===== src/iosr_pkg.sv =====
/*
 * Shared constants for the I/O state report and mode control block:
 * frame characters, command codes, state codes, payload layout and timing.
 * Assumes a single 20 MHz system clock.
 */
package iosr_pkg;

    ////////////////////////////////////////////////////////////////////////////
    // Timing
    localparam int unsigned CLK_HZ       = 20_000_000;
    localparam int unsigned DEBOUNCE_MS  = 15;
    localparam int unsigned DEBOUNCE_CYC = CLK_HZ / 1000 * DEBOUNCE_MS;
    localparam int unsigned TIMEOUT_S    = 5;
    localparam int unsigned TIMEOUT_CYC  = CLK_HZ * TIMEOUT_S;

    ////////////////////////////////////////////////////////////////////////////
    // Frame characters
    localparam logic [7:0] CH_START = 8'h3a;
    localparam logic [7:0] CH_CR    = 8'h0d;
    localparam logic [7:0] CH_LF    = 8'h0a;
    localparam logic [7:0] CH_COMMA = 8'h2c;
    localparam logic [7:0] CH_ZERO  = 8'h30;
    localparam logic [7:0] CH_ONE   = 8'h31;
    localparam logic [7:0] CH_NINE  = 8'h39;
    localparam logic [7:0] CH_HEXA  = 8'h41;
    localparam logic [7:0] CH_HEXF  = 8'h46;
    localparam logic [7:0] LRC_SEED = 8'h00;

    ////////////////////////////////////////////////////////////////////////////
    // Command and response codes (second character; first is always 0x30), mode arguments (third character)
    localparam logic [7:0] CMD_ONOFF = 8'h31;
    localparam logic [7:0] RSP_STATE = 8'h32;
    localparam logic [7:0] CMD_STATE = 8'h33;
    localparam logic [7:0] CMD_MODE  = 8'h34;
    localparam logic [7:0] MODE_SET  = 8'h30;
    localparam logic [7:0] MODE_RUN  = 8'h31;

    ////////////////////////////////////////////////////////////////////////////
    // Control state codes
    localparam logic [7:0] CS_NORMAL   = 8'h30;
    localparam logic [7:0] CS_NOT_RUN  = 8'h31;
    localparam logic [7:0] CS_ABNORMAL = 8'h39;

    ////////////////////////////////////////////////////////////////////////////
    // Layout
    localparam int unsigned NUM_DIN     = 12;
    localparam int unsigned NUM_ANA     = 4;
    localparam int unsigned NUM_OUT     = 10;
    localparam int unsigned BODY_MAX    = 23;
    localparam logic [7:0]  ONOFF_LEN   = 8'd23;
    localparam int unsigned ONOFF_ON0   = 11;
    localparam logic [7:0]  RSP_LEN     = 8'h36;
    localparam int unsigned PAY_ANA0    = 2;
    localparam int unsigned PAY_DIN0    = 26;
    localparam int unsigned PAY_OUT0    = 41;
    localparam logic [5:0]  TX_PAY0     = 6'd5;
    localparam logic [5:0]  TX_PAYN     = 6'd56;
    localparam logic [5:0]  TX_LAST     = 6'd60;

endpackage

===== src/iosr_core.sv =====
/*
 * Command interpreter for state reporting and Setting/Run mode control.
 * Receives framed ASCII commands as a byte stream, drives batched output
 * control, and transmits the 61-byte overall state response.
 * Assumes rx bytes arrive one per rxValid pulse and tx bytes are taken
 * by a serialiser on txValid && txReady.
 */
module iosr_core #(
    parameter int unsigned DEBOUNCE_CYCLES = iosr_pkg::DEBOUNCE_CYC,
    parameter int unsigned TIMEOUT_CYCLES  = iosr_pkg::TIMEOUT_CYC
) (
    input  wire logic                        clk_sys,
    input  wire logic                        reset_n,
    input  wire logic [7:0]                  rxData,
    input  wire logic                        rxValid,
    output logic      [7:0]                  txData,
    output logic                             txValid,
    input  wire logic                        txReady,
    input  wire logic [iosr_pkg::NUM_DIN-1:0] digIn,
    input  wire logic [iosr_pkg::NUM_ANA-1:0] anaSwitchRaw,
    input  wire logic [iosr_pkg::NUM_ANA-1:0] anaLevelMode,
    input  wire logic [39:0]                 anaLevel,
    input  wire logic [29:0]                 outState,
    input  wire logic                        abnormal,
    output logic                             outCtrlStrobe,
    output logic      [iosr_pkg::NUM_OUT-1:0] outCtrlMask,
    output logic      [iosr_pkg::NUM_OUT-1:0] outCtrlOn,
    output logic                             runMode
);
    import iosr_pkg::*;

    typedef enum logic [2:0] {RX_IDLE, RX_LEN, RX_BODY, RX_LRC, RX_CR, RX_LF} iosr_rx_e;

    ////////////////////////////////////////////////////////////////////////////
    // Helpers
    function automatic logic [7:0] hexChar(input logic [3:0] n);
        return (n < 4'ha) ? CH_ZERO + {4'h0, n} : CH_HEXA + {4'h0, n - 4'ha};
    endfunction

    function automatic logic [4:0] charNib(input logic [7:0] c);
        if (c >= CH_ZERO && c <= CH_NINE)      return {1'b1, 4'(c - CH_ZERO)};
        else if (c >= CH_HEXA && c <= CH_HEXF) return {1'b1, 4'(c - CH_HEXA + 8'd10)};
        else                                   return 5'h00;
    endfunction

    function automatic logic [7:0] decChar(input logic [9:0] v, input int unsigned k);
        int unsigned q;
        q = 32'(v);
        for (int i = 0; i < 3; i++) if (i < 3 - k) q = q / 10;
        return CH_ZERO + 8'(q % 10);
    endfunction

    ////////////////////////////////////////////////////////////////////////////
    // Debounced inputs
    logic [15:0] cleanIn;
    logic        inChanged;

    iosr_debounce #(.WIDTH(16), .STABLE_CYC(DEBOUNCE_CYCLES)) uDeb (
        .clk_sys  (clk_sys),
        .reset_n  (reset_n),
        .rawIn    ({anaSwitchRaw & ~anaLevelMode, digIn}),
        .cleanOut (cleanIn),
        .changed  (inChanged)
    );

    ////////////////////////////////////////////////////////////////////////////
    // Receive parser state
    iosr_rx_e    rxState_reg;
    logic [7:0]  lenVal_reg;
    logic [7:0]  bodyCnt_reg;
    logic [7:0]  lrcAcc_reg;
    logic [7:0]  lrcRx_reg;
    logic        nibPhase_reg;
    logic [31:0] age_reg;
    logic [7:0]  body_reg [BODY_MAX];

    wire  [4:0]  nib       = charNib(rxData);
    wire         timedOut  = (rxState_reg != RX_IDLE) && (age_reg >= TIMEOUT_CYCLES - 1);
    wire         frameDone = rxValid && (rxState_reg == RX_LF) && (rxData == CH_LF);
    wire         lrcOk     = (lrcRx_reg == lrcAcc_reg);
    wire         cmdFire   = frameDone && lrcOk && (body_reg[0] == CH_ZERO);
    wire [7:0]   cmdCode   = body_reg[1];
    wire         isOnOff   = cmdFire && cmdCode == CMD_ONOFF && lenVal_reg == ONOFF_LEN;
    wire         isState   = cmdFire && cmdCode == CMD_STATE;
    wire         isSet     = cmdFire && cmdCode == CMD_MODE && body_reg[2] == MODE_SET;
    wire         isRun     = cmdFire && cmdCode == CMD_MODE && body_reg[2] == MODE_RUN;

    // Frame reception, framing and check
    always_ff @(posedge clk_sys) begin
        if (!reset_n || timedOut) begin
            rxState_reg  <= RX_IDLE;
            nibPhase_reg <= 1'b0;
        end else if (rxValid) begin
            unique case (rxState_reg)
                RX_IDLE: if (rxData == CH_START) begin
                    rxState_reg  <= RX_LEN;
                    lrcAcc_reg   <= LRC_SEED;
                    bodyCnt_reg  <= 8'h00;
                    nibPhase_reg <= 1'b0;
                end
                RX_LEN: begin
                    lrcAcc_reg   <= lrcAcc_reg ^ rxData;
                    nibPhase_reg <= ~nibPhase_reg;
                    lenVal_reg   <= {lenVal_reg[3:0], nib[3:0]};
                    if (!nib[4]) rxState_reg <= RX_IDLE;
                    else if (nibPhase_reg) rxState_reg <= RX_BODY;
                end
                RX_BODY: begin
                    lrcAcc_reg  <= lrcAcc_reg ^ rxData;
                    bodyCnt_reg <= bodyCnt_reg + 8'd1;
                    if (bodyCnt_reg < 8'(BODY_MAX)) body_reg[bodyCnt_reg[4:0]] <= rxData;
                    if (bodyCnt_reg + 8'd1 >= lenVal_reg) rxState_reg <= RX_LRC;
                end
                RX_LRC: begin
                    nibPhase_reg <= ~nibPhase_reg;
                    lrcRx_reg    <= {lrcRx_reg[3:0], nib[3:0]};
                    if (!nib[4]) rxState_reg <= RX_IDLE;
                    else if (nibPhase_reg) rxState_reg <= RX_CR;
                end
                RX_CR:   rxState_reg <= (rxData == CH_CR) ? RX_LF : RX_IDLE;
                RX_LF:   rxState_reg <= RX_IDLE;
            endcase
        end
    end

    // Frame age since start flag
    always_ff @(posedge clk_sys) begin
        if (!reset_n || rxState_reg == RX_IDLE) age_reg <= '0;
        else                                    age_reg <= age_reg + 32'd1;
    end

    ////////////////////////////////////////////////////////////////////////////
    // Command effects
    logic [NUM_OUT-1:0] maskDec;
    logic [NUM_OUT-1:0] onDec;
    genvar g;
    generate
        for (g = 0; g < NUM_OUT; g++) begin : gCtl
            assign maskDec[g] = (body_reg[2 + g] == CH_ONE);
            assign onDec[g]   = (body_reg[2 + ONOFF_ON0 + g] == CH_ONE);
        end
    endgenerate

    // Mode, batch strobe and batch words held until the next batch
    always_ff @(posedge clk_sys) begin
        if (!reset_n) begin
            runMode       <= 1'b1;
            outCtrlStrobe <= 1'b0;
            outCtrlMask   <= '0;
            outCtrlOn     <= '0;
        end else begin
            outCtrlStrobe <= isOnOff;
            if (isOnOff) outCtrlMask <= maskDec;
            if (isOnOff) outCtrlOn <= onDec;
            if (isSet) runMode <= 1'b0;
            if (isRun) runMode <= 1'b1;
        end
    end

    ////////////////////////////////////////////////////////////////////////////
    // Response requests: one after set, none while setting, one on run
    wire replyReq = ((isOnOff || isState) && runMode)
                    || (isSet && runMode) || isRun;
    wire eventReq = inChanged && runMode;

    logic       replyPend_reg;
    logic       eventPend_reg;
    logic       busy_reg;
    logic [5:0] idx_reg;
    logic [7:0] txLrc_reg;

    wire        txTake  = busy_reg && txReady;
    wire        txStart = !busy_reg && (replyPend_reg || eventPend_reg);

    // Pending flags; a new request wins over the clear at start
    always_ff @(posedge clk_sys) begin
        if (!reset_n) begin
            replyPend_reg <= 1'b0;
            eventPend_reg <= 1'b0;
        end else begin
            replyPend_reg <= replyReq || (replyPend_reg && !txStart);
            eventPend_reg <= eventReq || (eventPend_reg && !txStart && runMode);
        end
    end

    ////////////////////////////////////////////////////////////////////////////
    // Payload byte for position p (1..52)
    function automatic logic [7:0] payByte(input int unsigned p);
        int unsigned q;
        int unsigned k;
        int unsigned o;
        q = 0;
        k = 0;
        o = 0;
        if (p == 1) begin
            return abnormal ? CS_ABNORMAL : (runMode ? CS_NORMAL : CS_NOT_RUN);
        end else if (p < PAY_DIN0) begin
            q = p - PAY_ANA0;
            k = q / 6;
            o = q % 6;
            if (o == 5) return CH_COMMA;
            if (o == 0) return anaLevelMode[k] ? CH_NINE :
                               (cleanIn[NUM_DIN + k] ? CH_ONE : CH_ZERO);
            return decChar(anaLevel[k*10 +: 10], o - 1);
        end else begin
            q = (p < PAY_OUT0) ? p - PAY_DIN0 : p - PAY_OUT0;
            k = (q / 5) * 4 + q % 5;
            o = q % 5;
            if (o == 4) return CH_COMMA;
            if (p < PAY_OUT0) return cleanIn[k] ? CH_ONE : CH_ZERO;
            return CH_ZERO + {5'h00, outState[k*3 +: 3]};
        end
    endfunction

    ////////////////////////////////////////////////////////////////////////////
    // Frame byte for index n: ':' len func payload lrc CR LF
    wire [5:0] nextIdx = txStart ? 6'd0 : idx_reg + 6'd1;
    wire       inLrc   = (idx_reg >= 6'd1) && (idx_reg <= TX_PAYN);
    wire [7:0] lrcNow  = (txTake && inLrc) ? txLrc_reg ^ txData : txLrc_reg;
    logic [7:0] nextByte;

    always_comb begin
        unique case (nextIdx)
            6'd0:  nextByte = CH_START;
            6'd1:  nextByte = hexChar(RSP_LEN[7:4]);
            6'd2:  nextByte = hexChar(RSP_LEN[3:0]);
            6'd3:  nextByte = CH_ZERO;
            6'd4:  nextByte = RSP_STATE;
            6'd57: nextByte = hexChar(lrcNow[7:4]);
            6'd58: nextByte = hexChar(lrcNow[3:0]);
            6'd59: nextByte = CH_CR;
            6'd60: nextByte = CH_LF;
            default: nextByte = payByte(32'(nextIdx - TX_PAY0 + 6'd1));
        endcase
    end

    // Transmit sequencer, one frame at a time
    always_ff @(posedge clk_sys) begin
        if (!reset_n) begin
            busy_reg  <= 1'b0;
            idx_reg   <= 6'd0;
            txData    <= 8'h00;
            txLrc_reg <= LRC_SEED;
        end else if (txStart) begin
            busy_reg  <= 1'b1;
            idx_reg   <= 6'd0;
            txData    <= nextByte;
            txLrc_reg <= LRC_SEED;
        end else if (txTake) begin
            txLrc_reg <= lrcNow;
            if (idx_reg == TX_LAST) begin
                busy_reg <= 1'b0;
            end else begin
                idx_reg <= nextIdx;
                txData  <= nextByte;
            end
        end
    end

    assign txValid = busy_reg;
endmodule


===== src/iosr_debounce.sv =====
/*
 * Per-bit input filter: a bit's new level is accepted only after it has
 * held steady for STABLE_CYC clocks; any accepted change raises a pulse.
 * Assumes inputs already synchronous to clk_sys.
 */
module iosr_debounce #(
    parameter int unsigned WIDTH      = 16,
    parameter int unsigned STABLE_CYC = 300000
) (
    input  wire logic             clk_sys,
    input  wire logic             reset_n,
    input  wire logic [WIDTH-1:0] rawIn,
    output logic      [WIDTH-1:0] cleanOut,
    output logic                  changed
);
    import iosr_pkg::*;

    logic [WIDTH-1:0] flip;

    ////////////////////////////////////////////////////////////////////////////
    // One stability counter per bit
    genvar g;
    generate
        for (g = 0; g < WIDTH; g++) begin : gBit
            logic [31:0] cnt_reg;
            always_ff @(posedge clk_sys) begin
                if (!reset_n) begin
                    cnt_reg         <= '0;
                    cleanOut[g]     <= 1'b0;
                end else if (rawIn[g] == cleanOut[g]) begin
                    cnt_reg         <= '0;
                end else if (cnt_reg >= STABLE_CYC - 1) begin
                    cnt_reg         <= '0;
                    cleanOut[g]     <= rawIn[g];
                end else begin
                    cnt_reg         <= cnt_reg + 32'd1;
                end
            end
            assign flip[g] = (rawIn[g] != cleanOut[g]) && (cnt_reg >= STABLE_CYC - 1);
        end
    endgenerate

    // Pulse on any accepted change
    always_ff @(posedge clk_sys) begin
        if (!reset_n) changed <= 1'b0;
        else          changed <= |flip;
    end
endmodule


===== config.mk =====
export PLATFORM = sky130hd
export DESIGN_NAME = iosr_core
export DESIGN_NICKNAME = d
export VERILOG_FILES = /design/src/iosr_pkg.sv /design/src/iosr_core.sv /design/src/iosr_debounce.sv
export SDC_FILE = /design/constraint.sdc
export NUM_CORES = 2
export LEC_CHECK = 0
export BUFFER_PORTS_ARGS = -buffer_cell sky130_fd_sc_hd__buf_2
export CAP_MARGIN = 20
export CELL_PAD_IN_SITES_DETAIL_PLACEMENT = 0
export CELL_PAD_IN_SITES_GLOBAL_PLACEMENT = 1
export CORE_MARGIN = 4
export CORE_UTILIZATION = 44
export CTS_CLUSTER_DIAMETER = 120
export DETAILED_ROUTE_END_ITERATION = 12
export PLACE_DENSITY = 0.75
export RECOVER_POWER = 100
export SLEW_MARGIN = 20
export SYNTH_ARGS = -nofsm -noshare
export SYNTH_HDL_FRONTEND = slang
export SYNTH_SLANG_ARGS = --single-unit

===== constraint.sdc =====
create_clock -name clk_sys -period 16.7 [get_ports clk_sys]
set_input_delay 3.34 -clock clk_sys [delete_from_list [all_inputs] [get_ports clk_sys]]
set_output_delay 3.34 -clock clk_sys [all_outputs]
set_load 0.005 [all_outputs]

* Word level (Yosys, flattened, before mapping) *
Memories as Yosys holds them, arrays and structs flattened.
Index checks and enable logic that the tools add are counted.

word-level totals
  bits in registers = 644
  memory bits (writable) = 184
  output and inout port bits = 31
  memories kept = 1

cells by class
  add/sub/neg operators = 39
  $mul = 2
  divide/modulo/power cells = 8
  order comparisons = 35
  equal/unequal tests = 84
  shifts and indexed selects = 2
  multiplexer cells = 89
  bitwise operators = 24
  reductions and logical operators = 106

memories
  name      depth  bits a word  rd ports  clocked after memory_dff  wr ports  line             RTL
  body_reg  23     8            22        0                         1         iosr_core.sv:75  logic [7:0] body_reg [BODY_MAX];

operator list
  operator               count
  $mux 32                19
  $add 32x1->32 const B  17
  $ge 32x19->1 const B   16
  $eq 8x6->1 const B     26
  $mux 8                 17
  $lt 32x5->1 const B    3
  $pmux 8 s9             1
  $div 32x3->32 const B  2
  $div 32x4->32 const B  2
  $eq 32x3->1 const B    2
  $lt 1x32->1 const A    2
  $mod 32x3->32 const B  2
  $reduce_or 3->1        16
  $shiftx 40x33->10      1
  $logic_and 1x1->1      39
  $reduce_and 2->1       19
  $mux 1                 33
  $shiftx 30x33->3       1
  $add 32x32->32         1
  $add 4x32->32 const A  1
  $div 10x4->32 const B  1
  $eq 32x1->1 const B    1
  $ge 32x27->1 const B   1
  $logic_not 32->1       1
  other kinds (70)       165

* Logic depth before layout (Yosys ltp) *
  word-level depth = 45
  gate-level depth with buffers = 86
  depth with buffers taken out = 72

* Cells and area by module *
Synthesis repeated with hierarchy kept, for this count alone.

second synthesis, totals
  cell total of the unflattened synthesis = 4985
  area total of the unflattened synthesis = 44829.2 um2

by module, submodules not included
  module         times used  cells an instance  area an instance (um2)  seq. area each (um2)
  iosr_core      1           3050               25913.6                 7907.6
  iosr_debounce  1           1935               18915.6                 10590.2

* Least setup slack after synthesis *
OpenSTA, ideal clock, no wires.

  kind = register to register
  start = register busy_reg (netlist: txValid)
  end = register txData[6]
  library setup time = 0.074 ns
  data arrival time = 16.096 ns
  path slack = 0.530 ns
  cell stages (with the launch flop) = 78
  path buffers = 11
  period minus slack after synthesis = 16.170 ns
  path through = dfxtp_1 > o21bai_1 > clkbuf_1 > nand2_1 > ha_1 > buf_2 > nor2b_1 > mux2i_1 > xnor2_1 > o221ai_1 > o211ai_1 > a211oi_1 > nand2_1 > a211oi_2 > nor3_1 > o31a_1 > or4_1 > and3_4 > [... 42 more ...] > o2111ai_1 > a211oi_2 > a21bo_2 > o21ai_0 > inv_1 > ha_1 > maj3_2 > nand2_1 > nand2_1 > nor2_1 > nand2_1 > nor2_1 > nor2_1 > ha_1 > xnor2_1 > xor2_1 > nand2_1 > a31oi_1

on the way
  longest elaborated chain between the ends = 40
  elaborated cells between the ends (all ways) = 108
  classes of those cells = 16 x add/sub; 2 x mul; 8 x div; 7 x order compare; 12 x eq/ne; 2 x shift; 53 x mux; 8 x reduce/logical

RTL lines
  element                                                line                                RTL
  from (decl)                                            iosr_core.sv:168                    logic busy_reg;
  from (signal assigned)                                 iosr_core.sv:240                    busy_reg <= 1'b0;
  from (signal assigned)                                 iosr_core.sv:245                    busy_reg <= 1'b1;
  from (signal assigned)                                 iosr_core.sv:252                    busy_reg <= 1'b0;
  $logic_not 1->1                                        iosr_core.sv:173                    wire txStart = !busy_reg && (replyPend_reg || eventPend_reg);
  $logic_and 1x1->1                                      iosr_core.sv:173
  $mux 6                                                 iosr_core.sv:217                    wire [5:0] nextIdx = txStart ? 6'd0 : idx_reg + 6'd1;
  $sub 6x3->7                                            iosr_core.sv:233                    default: nextByte = payByte(32'(nextIdx - TX_PAY0 + 6'd1));
  $add 7x2->8                                            iosr_core.sv:233
  $sub 8x3->9                                            iosr_core.sv:198                    q = p - PAY_ANA0;
  $div 32x3->32 / $mod 32x3->32 (equally long branches)  iosr_core.sv:199, iosr_core.sv:200
  $mul 32x3->31 / $sub 32x1->32 (equally long branches)  iosr_core.sv:204                    return decChar(anaLevel[k*10 +: 10], o - 1);
  [... 24 more ...]                                      -
  $mux 8                                                 iosr_core.sv:204
  $mux 8                                                 iosr_core.sv:202                    if (o == 0) return anaLevelMode[k] ? CH_NINE :
  $mux 8                                                 iosr_core.sv:197                    end else if (p < PAY_DIN0) begin
  $mux 8                                                 iosr_core.sv:195                    if (p == 1) begin
  $pmux 8 s9                                             iosr_core.sv:223                    unique case (nextIdx)
  $mux 8                                                 iosr_core.sv:251                    if (idx_reg == TX_LAST) begin
  $mux 8                                                 iosr_core.sv:249                    end else if (txTake) begin
  $mux 8                                                 iosr_core.sv:244                    end else if (txStart) begin
  to (signal assigned)                                   iosr_core.sv:247                    txData <= nextByte;
  to (signal assigned)                                   iosr_core.sv:255                    txData <= nextByte;
  to (decl)                                              iosr_core.sv:16                     output logic [7:0] txData,

Parallel ways exist; a longest one is shown, timed or not. The select of a mux whose other input is x is not followed.
A chain may end at the register's enable or synchronous reset.

* Worst setup path after layout *
  start = register idx_reg[0]
  end = register txData[6]

on the way
  longest elaborated chain between the ends = 39
  elaborated cells between the ends (all ways) = 109
  classes of those cells = 17 x add/sub; 2 x mul; 8 x div; 9 x order compare; 13 x eq/ne; 2 x shift; 53 x mux; 5 x reduce/logical

RTL lines
  element                                                    line                                RTL
  from (decl)                                                iosr_core.sv:169                    logic [5:0] idx_reg;
  from (signal assigned)                                     iosr_core.sv:254                    idx_reg <= nextIdx;
  $add 6x1->6                                                iosr_core.sv:217
  $mux 6                                                     iosr_core.sv:217
  $sub 6x3->7                                                iosr_core.sv:233
  $add 7x2->8                                                iosr_core.sv:233
  $sub 8x3->9                                                iosr_core.sv:198
  $div 32x3->32 / $mod 32x3->32 (equally long branches)      iosr_core.sv:199, iosr_core.sv:200
  $mul 32x3->31 / $sub 32x1->32 (equally long branches)      iosr_core.sv:204
  $shiftx 40x33->10 / $sub 2x32->32 (equally long branches)  iosr_core.sv:204, iosr_core.sv:49
  [... 23 more ...]                                          -
  $mux 8                                                     iosr_core.sv:204
  $mux 8                                                     iosr_core.sv:202
  $mux 8                                                     iosr_core.sv:197
  $mux 8                                                     iosr_core.sv:195
  $pmux 8 s9                                                 iosr_core.sv:223
  $mux 8                                                     iosr_core.sv:251
  $mux 8                                                     iosr_core.sv:249
  $mux 8                                                     iosr_core.sv:244

Parallel ways exist; a longest one is shown, timed or not. The select of a mux whose other input is x is not followed.

==> results.cfg <==
[sta]
fmax_mhz = 63.6
period_share_pct = 94.2
tns_ns = 0
fin_crit_ns = 15.73
finalHoldViolCount = 0
layout_setup_ws_ns = 0.974
drv_slew = 150
tightest_slew_ns = 1.68
setup_viol = 0
maxSlewHeadroom_pct = -12.2
fin_skew_ns = 0.0286

[placement]
dpl.hpwl_um = 80900
place_ws_ns = 0.0272
place_congestion = 0.909
portBuffers = 133

[drt]
routed_wl_um = 111000
drc_errors = 0
ant_nets = 0
vias_per_cell = 5.52
dr.pass1.iters = 6
vias = 35689
wl_per_cell_um = 17.3
drtIter0Drc = 3016

[setup_path]
criticalPathCategory = flop to flop
required_ns = 17.26
startpoint_type = flop
cp_slowest_cell = a2111oi_0
critPathArrivalTime_ns = 16.29
crit_path_end_kind = flop
crit_fanout = 10
critical_path.max_stage_delay_ns = 0.78

[cts]
cts.sinks = 820
cts_made_buffers = 85
cts_tree = built
clk_pin_slew_worst_paths_ns = 0.06
clock-root-buffer = clkbuf_16
clk_latency_ns = 0.65
cts_buffer_depth = 3
ctsHtreeMaxLevel = 3

[run]
drv_cap = 5

[floorplan]
coreArea_um2 = 97000
die-area_um2 = 103000
fp.dieH_um = 321
start_util_pct = 44.5
ios = 134
die_x_um = 321
row_count = 114

[global_route]
grt_pass1_vias = 33361
grt_pass1_wl_um = 178000
antenna_found_initial = 7
grt_usage_pct = 21.0
grt_overflow = 0
grt_max_degree = 53

[synth]
yosys_warnings = 0
synthSimpleGateAreaFrac_pct = 23.5
yosys-top-cells-area = dfxtp_1 (28%), edfxtp_1 (14%), nor2_1 (5.9%)
syn_area_per_cell_um2 = 9.10
synth_xor_area_share_pct = 8.94
synth_top_family_by_area = simple AND/OR/NAND/NOR gates
synth_fa_ha_area_share_pct = 3.20
synth.cell_area_um2 = 43100
yosysTopAreaCellShare_pct = 28.4
synthDistinctLibCells = 138
yosysSeqAreaShare_pct = 42.9
synth_top_flop_cell = dfxtp_1
ys_top_cells_by_count = nor2_1 (679), dfxtp_1 (612), nand2_1 (427)
yosysMostFrequentCell = nor2_1
syn_inst = 4740
synth-seq-cells = 820
synth_edf_count = 208
synth_area_leader_cell = dfxtp_1
synthMuxAreaShare_pct = 4.01
synthArstFlopShare_pct = 0
synth-compound-area-share_pct = 14.8

[finish]
syn_to_final_growth_pct = 14.3
drive_gt1_share_pct = 10.6
regArea_um2 = 18500
fin_nets = 5315
largest_reg_flops = 512
nFillCells = 9176
multi_input_area_um2 = 24600

[outcome]
violations = capacitance limit, slew limit
status = finished, violations left

[worst_hold_path]
worstHoldPathType = flop to flop
==> layout make-up <==
| type | instances | share of cell area (%) |
|---|---|---|
| well taps | 1276 | 3.24 |
| flip-flops and latches | 820 | 37.5 |
| inverters | 114 | 0.868 |
| clock buffers | 119 | 4.90 |
| repair buffers | 232 | 2.75 |
| diodes | 2 | 0.0101 |
| clock inverters | 38 | 0.880 |
| multi-input cells | 3860 | 49.8 |
==> critical path, delay by kind of cell, from the launching register on <==
kind	cells	cell delay, ns
flops	1	0.33
fa+ha+maj	9	2.54
mux	3	0.63
buf+inv	11	1.49
xor+xnor	5	0.90
compound gates	26	6.68
simple gates	19	3.06
==> cells in the final DEF, fill, tap and decap left out, types with 27 or more instances in the layout <==
cell type  synthesis  final
o211ai_1          34     34
buf_2             29     98
and3_1           109    109
buf_4              9     96
o22ai_1           29     29
a21oi_1          187    185
nor2b_1           57     57
a31oi_1           56     55
a21boi_0          32     32
dfxtp_1          612    612
nor3_1           147    147
a21o_1            31     31
edfxtp_1         208    208
nand2_1          427    426
clkbuf_16          0     86
and2_1            32     31
xnor2_1          217    211
or3_1             43     43
ha_1              96     92
a211oi_1          56     53
nand4_1           90     90
conb_1             1    208
nand2b_1          32     32
nor4b_1           27     27
nor4_1            54     52
mux2i_1           89     88
xor2_1           210    208
nand3_1          230    230
nor2_1           679    674
inv_1            105    105
o21ai_0          128    126
clkbuf_1          93     56
==> final timing paths <==
| kind | slack (ns) | startpoint | cells past startpoint | to |
|---|---|---|---|---|
| max | 0.97 | idx_reg[0] | 73 | txData[6] |
| min | 0.43 | uDeb.gBit[4].cnt_reg[0] | 1 | uDeb.gBit[4].cnt_reg[0] |
| max reg2reg | 0.97 | idx_reg[0] | 73 | txData[6] |
| min reg2reg | 0.43 | uDeb.gBit[4].cnt_reg[0] | 1 | uDeb.gBit[4].cnt_reg[0] |
==> cells by family after synthesis <==
family                   after synthesis
XOR/XNOR                             433
flip-flops                           820
AND/OR/NAND/NOR                     2076
adder cells (fa/ha/maj)              111
multiplexers                         137
AO/OA/AOI/OAI                        895
other                                  1
buffers and inverters                267
==> what timing repair did <==
item / in CTS / in global routing
gates resized for setup: 1 / 52
pin swaps: 0 / 11
hold buffers: 0 / 0
buffers inserted: 0 / 17
endpoints found under the setup margin: 2 / 8
cloned: 0 / 0
==> routing by layer <==
metal / up-vias / wire length, um / track usage, %
met5: - / 38 / 0
met4: 6 / 2380 / 5.26
met3: 198 / 7100 / 3.67
met2: 1050 / 48800 / 33.3
met1: 16692 / 53200 / 29.8
li1: 17743 / - / -
==> metrics by stage <==
stage | cell area (um2) | instances | hold slack, ns | utilization [%]
global route | 49300 | 6459 | 0.445 | 50.8
CTS | 49000 | 6442 | 0.437 | 50.5
finish | 49300 | 6461 | 0.433 | 50.8
global placement | 46100 | 6285 | 0.422 | 47.5
detailed placement | 46100 | 6285 | 0.429 | 47.5
floorplan | 43900 | 4947 | 0.413 | -
Power is not shown: default switching activity piles up to over one toggle a cycle in this logic, so the estimate is an artifact.
